**src/hw/bridge_option_consts.svh**
```systemverilog
// Constants for the bridge option register bank
`ifndef BRIDGE_OPTION_CONSTS_SVH
`define BRIDGE_OPTION_CONSTS_SVH
`define OPT_BIT_SPREAD 0
`define OPT_BIT_SLEW 2
`define OPT_BIT_OLFILT 4
`define OPT_WRITE_MASK 8'h15
`define OPT_RESET_VAL 8'h11
`define OL_FILTER_TIME_MS 40
`define CLK_FREQ_KHZ 125000
`define OL_FILTER_CYCLES (`OL_FILTER_TIME_MS * `CLK_FREQ_KHZ)
`define DIAG_ALL_ONES 4'hf
`define DITHER_SEED 8'h5a
`define SM_TICK_PERIOD 4'h8
`define SM_DITHER_MIN_PERIOD 4'h6
`endif

```
**src/hw/bridge_option_pkg.sv**
```systemverilog
// Types for the bridge option register bank
package bridge_option_pkg;
  typedef enum logic [2:0] {
    OL_IDLE = 3'b001,
    OL_RETRY = 3'b010,
    OL_FLAGGED = 3'b100
  } ol_state_t;
  typedef logic [7:0] opt_reg_t;
endpackage

```
**src/hw/clock_dither_if.sv**
```systemverilog
// Interface carrying the state machine clock enable and its dither control
`timescale 1ns/1ps
interface clock_dither_if;
  logic dither_on;
  logic tick;
  modport gen (input dither_on, output tick);
  modport use_side (output dither_on, input tick);
endinterface

```
**src/hw/bridge_option_regs.sv**
```systemverilog
// Bridge option register, its reset sources and the logic it steers
//
// Summary of operation
// In active mode a set filter bit declares open load after one retry, a clear one after 40 ms.
// The filter selection only acts while the bridge is active; in off state detection ignores it.
// Slew select high gives the fast output slew rate, low the slow one.
// Spread enable high dithers the internal state machine clock.
// Spread enable low gives the state machine a constant clock.
// Power-up and software reset load 0x11 into the option register.
// Each edge of the disable or active-low enable pin makes an enable/disable reset, option register untouched.
// Setting the reset bit of the configuration register by serial write performs a software reset.
// Reads clear the affected bits of registers with a read reset; the option register ignores reads.
// Setting the diagnosis transfer clear bit resets the registers that list it; here diag_copy stays low in undervoltage, so no reset then.
// Setting the diagnosis history clear bit resets the registers that list it.
// Writing zero to the transfer clear bit copies first diagnosis errors to the second, blocked in undervoltage.
// Unspecified option bits ignore writes and read zero.
// The option register is written and read only by its dedicated commands, one frame each.
`timescale 1ns/1ps
`include "bridge_option_consts.svh"
module bridge_option_regs
  import bridge_option_pkg::*;
(
  // Clock and reset (reset is the power-up reset)
  input wire logic ref_clk,
  input wire logic rst,
  // Decoded serial commands
  input wire logic opt_write_cmd,
  input wire logic [7:0] opt_write_data,
  input wire logic opt_read_cmd,
  input wire logic software_reset_command,
  input wire logic diag_transfer_clear,
  input wire logic diag_history_clear,
  input wire logic read_access_reset,
  // Pins and supply state
  input wire logic stage_disable_pin,
  input wire logic stage_enable_low_pin,
  input wire logic supply_undervoltage,
  // Bridge state and open load sensing
  input wire logic bridge_active,
  input wire logic open_load_sense,
  // First diagnosis latched errors
  input wire logic [3:0] first_diag_errors,
  // Read path
  output logic [7:0] opt_read_data,
  output logic opt_read_valid,
  // Steering outputs
  output logic slew_fast,
  output logic spread_active,
  output logic sm_tick,
  output logic open_load_flag,
  // Resets and diagnosis transfer
  output logic stage_toggle_reset,
  output logic diag_copy,
  output logic [3:0] second_diag_q,
  output logic diag_history_reset,
  output logic read_clear_reset
);
  localparam int unsigned OL_CYC = `OL_FILTER_CYCLES;

  clock_dither_if dc ();

  opt_reg_t opt_q, opt_d;
  logic [7:0] rdata_q, rdata_d;
  logic rvalid_q, rvalid_d;
  logic slew_q, slew_d, spread_q, spread_d, tick_q;
  logic dis_q, abe_q, pins_seen_q, pins_seen_d;
  logic dis_d, abe_d, tick_d;
  logic tog_q, tog_d;
  logic copy_q, copy_d, hclr_q, hclr_d, rclr_q, rclr_d;
  logic [3:0] diag2_q, diag2_d;
  ol_state_t ol_q, ol_d;
  logic [22:0] olcnt_q, olcnt_d;
  logic olflag_q, olflag_d;

  sm_tick_gen u_tick (
    .ref_clk(ref_clk),
    .rst(rst),
    .dc(dc)
  );

  assign dc.dither_on = opt_q[`OPT_BIT_SPREAD];

  // Option register and its effects
  always_comb begin
    opt_d = opt_q;
    if (software_reset_command) begin
      opt_d = `OPT_RESET_VAL; // see R06
    end else if (opt_write_cmd) begin
      opt_d = opt_write_data & `OPT_WRITE_MASK; // see R13
    end
    // Edge resets and reads leave the option register alone
    rdata_d = rdata_q; // see R07
    rvalid_d = opt_read_cmd;
    if (opt_read_cmd) begin
      rdata_d = opt_q;
    end
    slew_d = opt_q[`OPT_BIT_SLEW];
    spread_d = opt_q[`OPT_BIT_SPREAD];
    // Retimed so the output stands straight from a flop
    tick_d = dc.tick;
  end

  // Reset sources toward the other registers
  always_comb begin
    // First sample after reset only primes the detector, so the enable pin's idle high gives no false edge
    pins_seen_d = 1'b1;
    dis_d = stage_disable_pin;
    abe_d = stage_enable_low_pin;
    tog_d = pins_seen_q && ((stage_disable_pin != dis_q) || (stage_enable_low_pin != abe_q));
    hclr_d = diag_history_clear;
    rclr_d = read_access_reset;
    // Transfer is blocked during undervoltage
    copy_d = diag_transfer_clear && !supply_undervoltage; // see R10
    // Software reset and history clear win over a transfer in the same cycle
    diag2_d = diag2_q;
    if (software_reset_command || diag_history_clear) begin
      diag2_d = `DIAG_ALL_ONES;
    end else if (copy_d) begin
      diag2_d = first_diag_errors;
    end
  end

  // Open load filter
  // Counter width covers 40 ms at clocks up to about 209 MHz; a faster clock would need a wider counter
  always_comb begin
    ol_d = ol_q;
    olcnt_d = olcnt_q;
    olflag_d = olflag_q;
    if (!bridge_active) begin
      // Off state: filter bit is a don't care, detection is immediate
      ol_d = OL_IDLE;
      olcnt_d = '0;
      olflag_d = open_load_sense;
    end else begin
      unique case (ol_q)
        OL_IDLE: begin
          olcnt_d = '0;
          olflag_d = 1'b0;
          if (open_load_sense) begin
            ol_d = OL_RETRY;
          end
        end
        OL_RETRY: begin
          if (!open_load_sense) begin
            ol_d = OL_IDLE;
          end else if (opt_q[`OPT_BIT_OLFILT]) begin
            // Second sighting counts as the one retry
            ol_d = OL_FLAGGED;
            olflag_d = 1'b1;
          end else if (olcnt_d >= 23'(OL_CYC - 1)) begin
            ol_d = OL_FLAGGED;
            olflag_d = 1'b1;
          end else begin
            olcnt_d = olcnt_q + 23'h1;
          end
        end
        OL_FLAGGED: begin
          if (!open_load_sense) begin
            ol_d = OL_IDLE;
            olflag_d = 1'b0;
          end
        end
      endcase
    end
  end

  always_ff @(posedge ref_clk or posedge rst) begin
    if (rst) begin
      opt_q <= `OPT_RESET_VAL;
      rdata_q <= 8'h00;
      rvalid_q <= 1'b0;
      slew_q <= 1'b0;
      spread_q <= 1'b0;
      tick_q <= 1'b0;
    end else begin
      opt_q <= opt_d;
      rdata_q <= rdata_d;
      rvalid_q <= rvalid_d;
      slew_q <= slew_d;
      spread_q <= spread_d;
      tick_q <= tick_d;
    end
  end

  always_ff @(posedge ref_clk or posedge rst) begin
    if (rst) begin
      dis_q <= 1'b0;
      abe_q <= 1'b0;
      pins_seen_q <= 1'b0;
      tog_q <= 1'b0;
      copy_q <= 1'b0;
      hclr_q <= 1'b0;
      rclr_q <= 1'b0;
      diag2_q <= `DIAG_ALL_ONES;
    end else begin
      dis_q <= dis_d;
      abe_q <= abe_d;
      pins_seen_q <= pins_seen_d;
      tog_q <= tog_d;
      copy_q <= copy_d;
      hclr_q <= hclr_d;
      rclr_q <= rclr_d;
      diag2_q <= diag2_d;
    end
  end

  always_ff @(posedge ref_clk or posedge rst) begin
    if (rst) begin
      ol_q <= OL_IDLE;
      olcnt_q <= '0;
      olflag_q <= 1'b0;
    end else begin
      ol_q <= ol_d;
      olcnt_q <= olcnt_d;
      olflag_q <= olflag_d;
    end
  end

  assign opt_read_data = rdata_q;
  assign opt_read_valid = rvalid_q;
  assign slew_fast = slew_q;
  assign spread_active = spread_q;
  assign sm_tick = tick_q;
  assign open_load_flag = olflag_q;
  assign stage_toggle_reset = tog_q;
  assign diag_copy = copy_q;
  assign second_diag_q = diag2_q;
  assign diag_history_reset = hclr_q;
  assign read_clear_reset = rclr_q;
endmodule

```
**src/hw/sm_tick_gen.sv**
```systemverilog
// Internal state machine tick generator, fixed or dithered period
`timescale 1ns/1ps
`include "bridge_option_consts.svh"
module sm_tick_gen (
  // Clock and reset
  input wire logic ref_clk,
  input wire logic rst,
  // Tick control
  clock_dither_if.gen dc
);
  logic [7:0] lfsr_q, lfsr_d;
  logic [3:0] cnt_q, cnt_d;
  logic tick_q, tick_d;
  logic [3:0] period;

  always_comb begin
    // Dither moves the period between 6 and 9 cycles; nominal 8
    if (dc.dither_on) begin
      period = `SM_DITHER_MIN_PERIOD + {2'b00, lfsr_q[1:0]};
    end else begin
      period = `SM_TICK_PERIOD;
    end
    lfsr_d = {lfsr_q[6:0], lfsr_q[7] ^ lfsr_q[5] ^ lfsr_q[4] ^ lfsr_q[3]};
    tick_d = 1'b0;
    cnt_d = cnt_q + 4'h1;
    if (cnt_q + 4'h1 >= period) begin
      cnt_d = 4'h0;
      tick_d = 1'b1;
    end
  end

  always_ff @(posedge ref_clk or posedge rst) begin
    if (rst) begin
      lfsr_q <= `DITHER_SEED;
      cnt_q <= 4'h0;
      tick_q <= 1'b0;
    end else begin
      lfsr_q <= lfsr_d;
      cnt_q <= cnt_d;
      tick_q <= tick_d;
    end
  end

  assign dc.tick = tick_q;
endmodule

```
**config.mk**
```make
export PLATFORM = sky130hd
export DESIGN_NAME = bridge_option_regs
export DESIGN_NICKNAME = d
export VERILOG_FILES = /design/src/hw/bridge_option_pkg.sv /design/src/hw/clock_dither_if.sv /design/src/hw/bridge_option_regs.sv /design/src/hw/sm_tick_gen.sv
export VERILOG_INCLUDE_DIRS = /design/src /design/src/hw
export SDC_FILE = /design/constraint.sdc
export NUM_CORES = 1
export LEC_CHECK = 0
export BUFFER_PORTS_ARGS = -buffer_cell sky130_fd_sc_hd__buf_2
export CAP_MARGIN = 5
export CORE_UTILIZATION = 55
export DETAILED_ROUTE_END_ITERATION = 6
export MAX_ROUTING_LAYER = met4
export PLACE_DENSITY = 0.87
export SETUP_SLACK_MARGIN = 0.05
export SLEW_MARGIN = 15
export SYNTH_ARGS = -nofsm -noshare
export SYNTH_HDL_FRONTEND = slang
export SYNTH_SLANG_ARGS = --single-unit
```
**constraint.sdc**
```tcl
create_clock -name ref_clk -period 6.7 [get_ports ref_clk]
set_input_delay 0.67 -clock ref_clk [delete_from_list [all_inputs] [get_ports ref_clk]]
set_output_delay 0.67 -clock ref_clk [all_outputs]
set_load 0.05 [all_outputs]
```
-- Yosys cells after proc, flatten, opt, wreduce, memory -nomap -nowiden
Cells that the tools add are included.
- bitwise operators: 3
- magnitude comparators: 2
- muxes and demuxes: 25
- equality and inequality tests: 13
- $add $sub $neg: 3
- reduce and logical (&&, ||, !) cells: 10
- operators by type and width (cell ; count):
    two-way mux 23 bit ; 4
    one-hot mux 23 bit (2 select lines) ; 1
    adder 23 x 1 -> 23 bit, second input constant ; 1
    >= comparator 23 bit, second input constant ; 1
    two-way mux 3 bit ; 6
    two-way mux 4 bit ; 4
    two-way mux 8 bit ; 2
    != test 3 bit, second input constant ; 5
    one-hot mux 3 bit (3 select lines) ; 1
    two-way mux 1 bit ; 6
    AND reduction 3 bit ; 2
    != test 5 bit, second input constant ; 1
    adder 3 x 2 -> 4 bit, first input constant ; 1
    adder 4 x 1 -> 4 bit, second input constant ; 1
    >= comparator 4 bit ; 1
    != test 4 bit, second input constant ; 1
    AND reduction 4 bit ; 1
    nonzero test 2 bit ; 2
    == test 3 x 1 -> 1 bit, second input constant ; 1
    == test 3 x 2 -> 1 bit, second input constant ; 1
    == test 3 bit, second input constant ; 1
    != test 3 x 1 -> 1 bit, second input constant ; 1
    one-hot mux 1 bit (3 select lines) ; 1
    bitwise XOR 1 bit ; 3
    other kinds (4) ; 7
- input port bits: 25
- word-level logic and storage cells: 76
- output and inout bits: 21
- register bits: 71

-- Logic depth before layout (Yosys ltp)
- depth after elaboration: 6
- depth in mapped cells: 9

-- Hierarchy
Synthesis repeated with hierarchy kept, for this count alone.
- cells, all modules: 277
- area, all modules: 2999.1 sq um
- modules (own cells, without submodules) (module ; times used ; cells each ; area each (sq um) ; seq. area each (sq um)):
    bridge_option_regs ; 1 ; 238 ; 2426.1 ; 1209.9
    sm_tick_gen ; 1 ; 39 ; 573.0 ; 330.3

-- Least setup slack after synthesis
Ideal clock, no wire load.
- kind: input -> register
- start point: input open_load_sense
- end point: register olcnt_q[14]
- data arrival time: 2.229 ns
- stages: 7
- required time: 6.622 ns
- library setup time: 0.078 ns
- setup slack: 4.393 ns
- cells stage by stage: or2b_1 > a211o_1 > a2111oi_0 > a21oi_1 > buf_6 > or3_1 > a21oi_1
- longest elaborated chain between the ends: 2
- RTL lines (item ; line ; source):
    start, declared ; bridge_option_regs.sv:40 ; input wire logic open_load_sense,
    != test 3 bit (no source line) ; -- ;
    AND reduction 4 bit (no source line) ; -- ;
    end signal, assigned ; bridge_option_regs.sv:214 ; olcnt_q <= olcnt_d;
    end, declared ; bridge_option_regs.sv:72 ; logic [22:0] olcnt_q, olcnt_d;
Every way passes these cells.
A chain may end at the register's enable or synchronous reset.

-- Worst setup path in the final report
- start point: register olcnt_q[15]
- end point: register olcnt_q[3]
- longest elaborated chain between the ends: 3
- RTL lines (item ; line ; source):
    >= comparator 23 bit ; bridge_option_regs.sv:150 ; end else if (olcnt_d >= 23'(OL_CYC - 1)) begin
    != test 3 bit (no source line) ; -- ;
    AND reduction 4 bit (no source line) ; -- ;
Every way passes these cells.

==> results_dict.tcl <==
set metrics [dict create \
    outcome "complete, no violations" \
    syn_area_per_cell_sq_um 10.6 \
    placed_area_sq_um 3100 \
    fin_skew_ns 0.00953 \
    period_needed_ns 2.73 \
    area_growth_pct 16.0 \
    grt_start_max_net_pins 62 \
    dpl.hpwl_um 3880 \
    worst_pin_slew_ns 0.778 \
    port_buffers 35 \
    grt_pass1_wl_um 9650 \
    rrSetupSlack_ns 3.97 \
    fmax_mhz 366 \
    total_power_mw 1.02 \
    totalWireLength_um 5970 \
    antenna_found_initial 0 \
    ys_seq_area_share_pct 53.1 \
    io_pins 46 \
    fillers 381 \
    htreeDepth 3 \
    leakage_nw 1.43 \
    ys_ff_latch 61 \
    post_cts_buffers 0 \
    drive_above_1_share_pct 23.3 \
    die_area_sq_um 5570 \
    wl_per_cell_um 15.4 \
    arrival_ns 2.99 \
    rsz0062_at_grt "false" \
    cp-start-kind "flip-flop" \
    start_util_pct 56.8 \
    final-hold-violation-count 0 \
    clock_path_buffers 2 \
    cpMaxStageDelayCell "a31oi_4" \
    hold_buffers 0 \
    rr_startpoint "olcnt_q[15]" \
    syn_area_sq_um 2900 \
    cp_slowest_stage_delay_ns 0.67 \
    cp_num_buf_inv 0 \
    firstDrtPassIters 4 \
    min_path_type "flip-flop to flip-flop" \
    slew_headroom_pct 48.1 \
    hold_depth 0 \
    crit_path_end_kind "flip-flop" \
    drc_errors 0 \
    hp-start "u_tick.dc.tick" \
    yosys_warnings 0 \
    die_y_um 74.6 \
    cts_sinks 61 \
    routed_via_density 5.76 \
    place_congestion 0.858 \
    first_iter_violations 121 \
    r2r_cells 6 \
    setup_violations 0 \
    die_x_um 74.6 \
    seq_area_sq_um 1540 \
    synth_cell_types 47 \
    cts_root_buf "clkbuf_8" \
    syn_inst 275 \
    n_antenna_cell 0 \
    timing.final.crit_share_pct 40.8 \
    overflow 0 \
    core_area_sq_um 5110 \
    clk-insertion-delay-late_ns 0.33 \
    grt.total_usage_pct 24.2 \
    worstSetupPathDepth 6 \
    drtAntennaViolNets 0 \
    reg2reg_to "olcnt_q[3]" \
    drv_slew 0 \
    hold_end "sm_tick" \
    p_per_area_nw_per_um2 303 \
    path_cells "or4_4 -> nor4b_4 -> o211ai_2 -> a31oi_4 -> o21ai_0 -> a21oi_1" \
    setup_tns_ns 0 \
    rows 26 \
    fin_area_sq_um 3360 \
    cap_violations 0 \
    nNetsFinal 343 \
    post_cts_resized 0 \
    cp_max_fo 31 \
    path_clk_slew_ns 0.07 \
    multiInputGateArea_sq_um 1250 \
    final_util_pct 65.9 \
    crit_family "compound AO/OA/AOI/OAI gates" \
    peakVddDrop_mv 0.237 \
    worstSetupPathType "flip-flop to flip-flop" \
    cts_tree "built" \
    vias 2230 \
    grt_pass1_vias 2069 \
    cp_data_required_time_ns 6.95 \
    cts_made_buffers 9 \
]
## cell usage in the layout (no fill, tap or decap), drive strengths merged, types with 2 or more instances in the layout
cell type	n
a21oi	23
or4	4
xnor2	6
nand3	9
mux2	3
clkbuf	9
conb	6
or2	2
o21a	2
or3	17
nor2	11
bufinv	4
dfrtp	50
xor2	4
ha	6
dfstp	11
a211oi	2
o211ai	2
nand2	19
buf	37
nor2b	9
nor3	3
nand4	8
o31ai	4
nand2b	5
and4	3
and2	5
inv	8
o21ai	23
mux2i	5
a211o	4
## routing by layer
| layer | vias up | wire [um] | global-route usage, % |
|---|---|---|---|
| li1 | 1044 | - | - |
| met1 | 1122 | 2590 | 31.5 |
| met2 | 54 | 3060 | 37.5 |
| met3 | 10 | 216 | 3.88 |
| met4 | 0 | 95 | 10.7 |
| met5 | - | 0 | - |
## synthesized netlist by cell type, drive strengths merged
| cell | n | area (sq um) |
|---|---|---|
| nor4b | 1 | 23.8 |
| a211o | 4 | 35.0 |
| dfrtp | 50 | 1250 |
| or2b | 1 | 7.51 |
| and4 | 3 | 26.3 |
| a21boi | 1 | 7.51 |
| nor2 | 11 | 41.3 |
| a21oi | 23 | 115 |
| o21a | 2 | 15.0 |
| xor2 | 4 | 35.0 |
| o211ai | 2 | 20.0 |
| conb | 2 | 7.51 |
| inv | 7 | 26.3 |
| a2111oi | 1 | 8.76 |
| a31oi | 1 | 21.3 |
| nor4 | 1 | 6.26 |
| mux2i | 5 | 50.1 |
| a22oi | 1 | 7.51 |
| and4b | 1 | 10.0 |
| or4 | 4 | 33.8 |
| buf | 9 | 76.3 |
| nand2b | 5 | 31.3 |
| a211oi | 2 | 15.0 |
| nor2b | 9 | 56.3 |
| xnor2 | 6 | 52.6 |
| or3 | 17 | 106 |
| or2 | 2 | 12.5 |
| nand4 | 8 | 50.1 |
| nor3 | 3 | 15.0 |
| a311oi | 1 | 8.76 |
| and2 | 5 | 31.3 |
| ha | 6 | 75.1 |
| and3 | 1 | 6.26 |
| nand2 | 19 | 71.3 |
| o21ai | 23 | 115 |
| mux2 | 3 | 33.8 |
| dfstp | 11 | 289 |
| nand3 | 9 | 45.0 |
| clkbuf | 6 | 22.5 |
| a21o | 1 | 8.76 |
| o31ai | 4 | 30.0 |
## cell type report
class / instances / area share [%]
repair buffers: 37 / 5.65
clock buffers: 9 / 3.68
clock inverters: 7 / 4.31
flip-flops and latches: 61 / 45.8
well taps: 70 / 2.60
inverters: 7 / 0.781
multi-input cells: 196 / 37.2
## through the flow
stage | hold slack, ns | setup WS [ns] | std cells
5_1_grt | 0.354 | 3.87 | 387
4_1_cts | 0.351 | 4.01 | 387
3_5_place_dp | 0.339 | 3.96 | 371
3_3_place_gp | 0.333 | 4.07 | 371
2_1_floorplan | 0.331 | 4.39 | 279
6_report | 0.349 | 3.97 | 387
## cells by family (layout without fill, tap and decap cells)
kind of cell,after synthesis,in the layout,synth area share (%)
xor gates and xnor gates,10,10,3.02
buffers and inverters,22,60,4.31
DFF,61,61,53.1
muxes,8,8,2.89
AOI/OAI and AO/OA,66,66,14.1
and+or+nand+nor,100,100,19.8
other,2,6,0.259
adders and majority gates,6,6,2.59
## report_power, final
| group | leakage (nW) | switching, mW | total [mW] | internal [mW] |
|---|---|---|---|---|
| Sequential | 0.774 | 0.0188 | 0.415 | 0.397 |
| Combinational | 0.529 | 0.112 | 0.166 | 0.0534 |
| Clock | 0.130 | 0.152 | 0.438 | 0.287 |
| Total | 1.43 | 0.283 | 1.02 | 0.737 |
## flip-flops by register name, indices dropped and copies added, names as in the netlist
register and cells:
dis_q 1, diag_history_reset 1, u_tick.dc.tick 1, pins_seen_q 1, open_load_flag 1, abe_q 1, ol_q 3, u_tick.lfsr_q 8
slew_fast 1, sm_tick 1, opt_read_valid 1, u_tick.cnt_q 4, diag_copy 1, spread_active 1, opt_read_data 3, olcnt_q 23
read_clear_reset 1, stage_toggle_reset 1, opt_q 3, second_diag_q 4
## worst register-to-register path: stages (launching register included)
cell and delay, ns:
dfrtp_1 0.41, or4_4 0.57, nor4b_4 0.31, o211ai_2 0.19, a31oi_4 0.67, o21ai_0 0.30
a21oi_1 0.20
## how the worst max path moves through the flow
stage | from | end
finish | olcnt_q[15] | olcnt_q[3]
global route | olcnt_q[15] | olcnt_q[3]
CTS | olcnt_q[15] | olcnt_q[3]
detailed placement | open_load_sense | olcnt_q[15]
global placement | open_load_sense | olcnt_q[21]
floorplan | open_load_sense | olcnt_q[14]
Note: power is estimated with default switching activity, not from simulation.
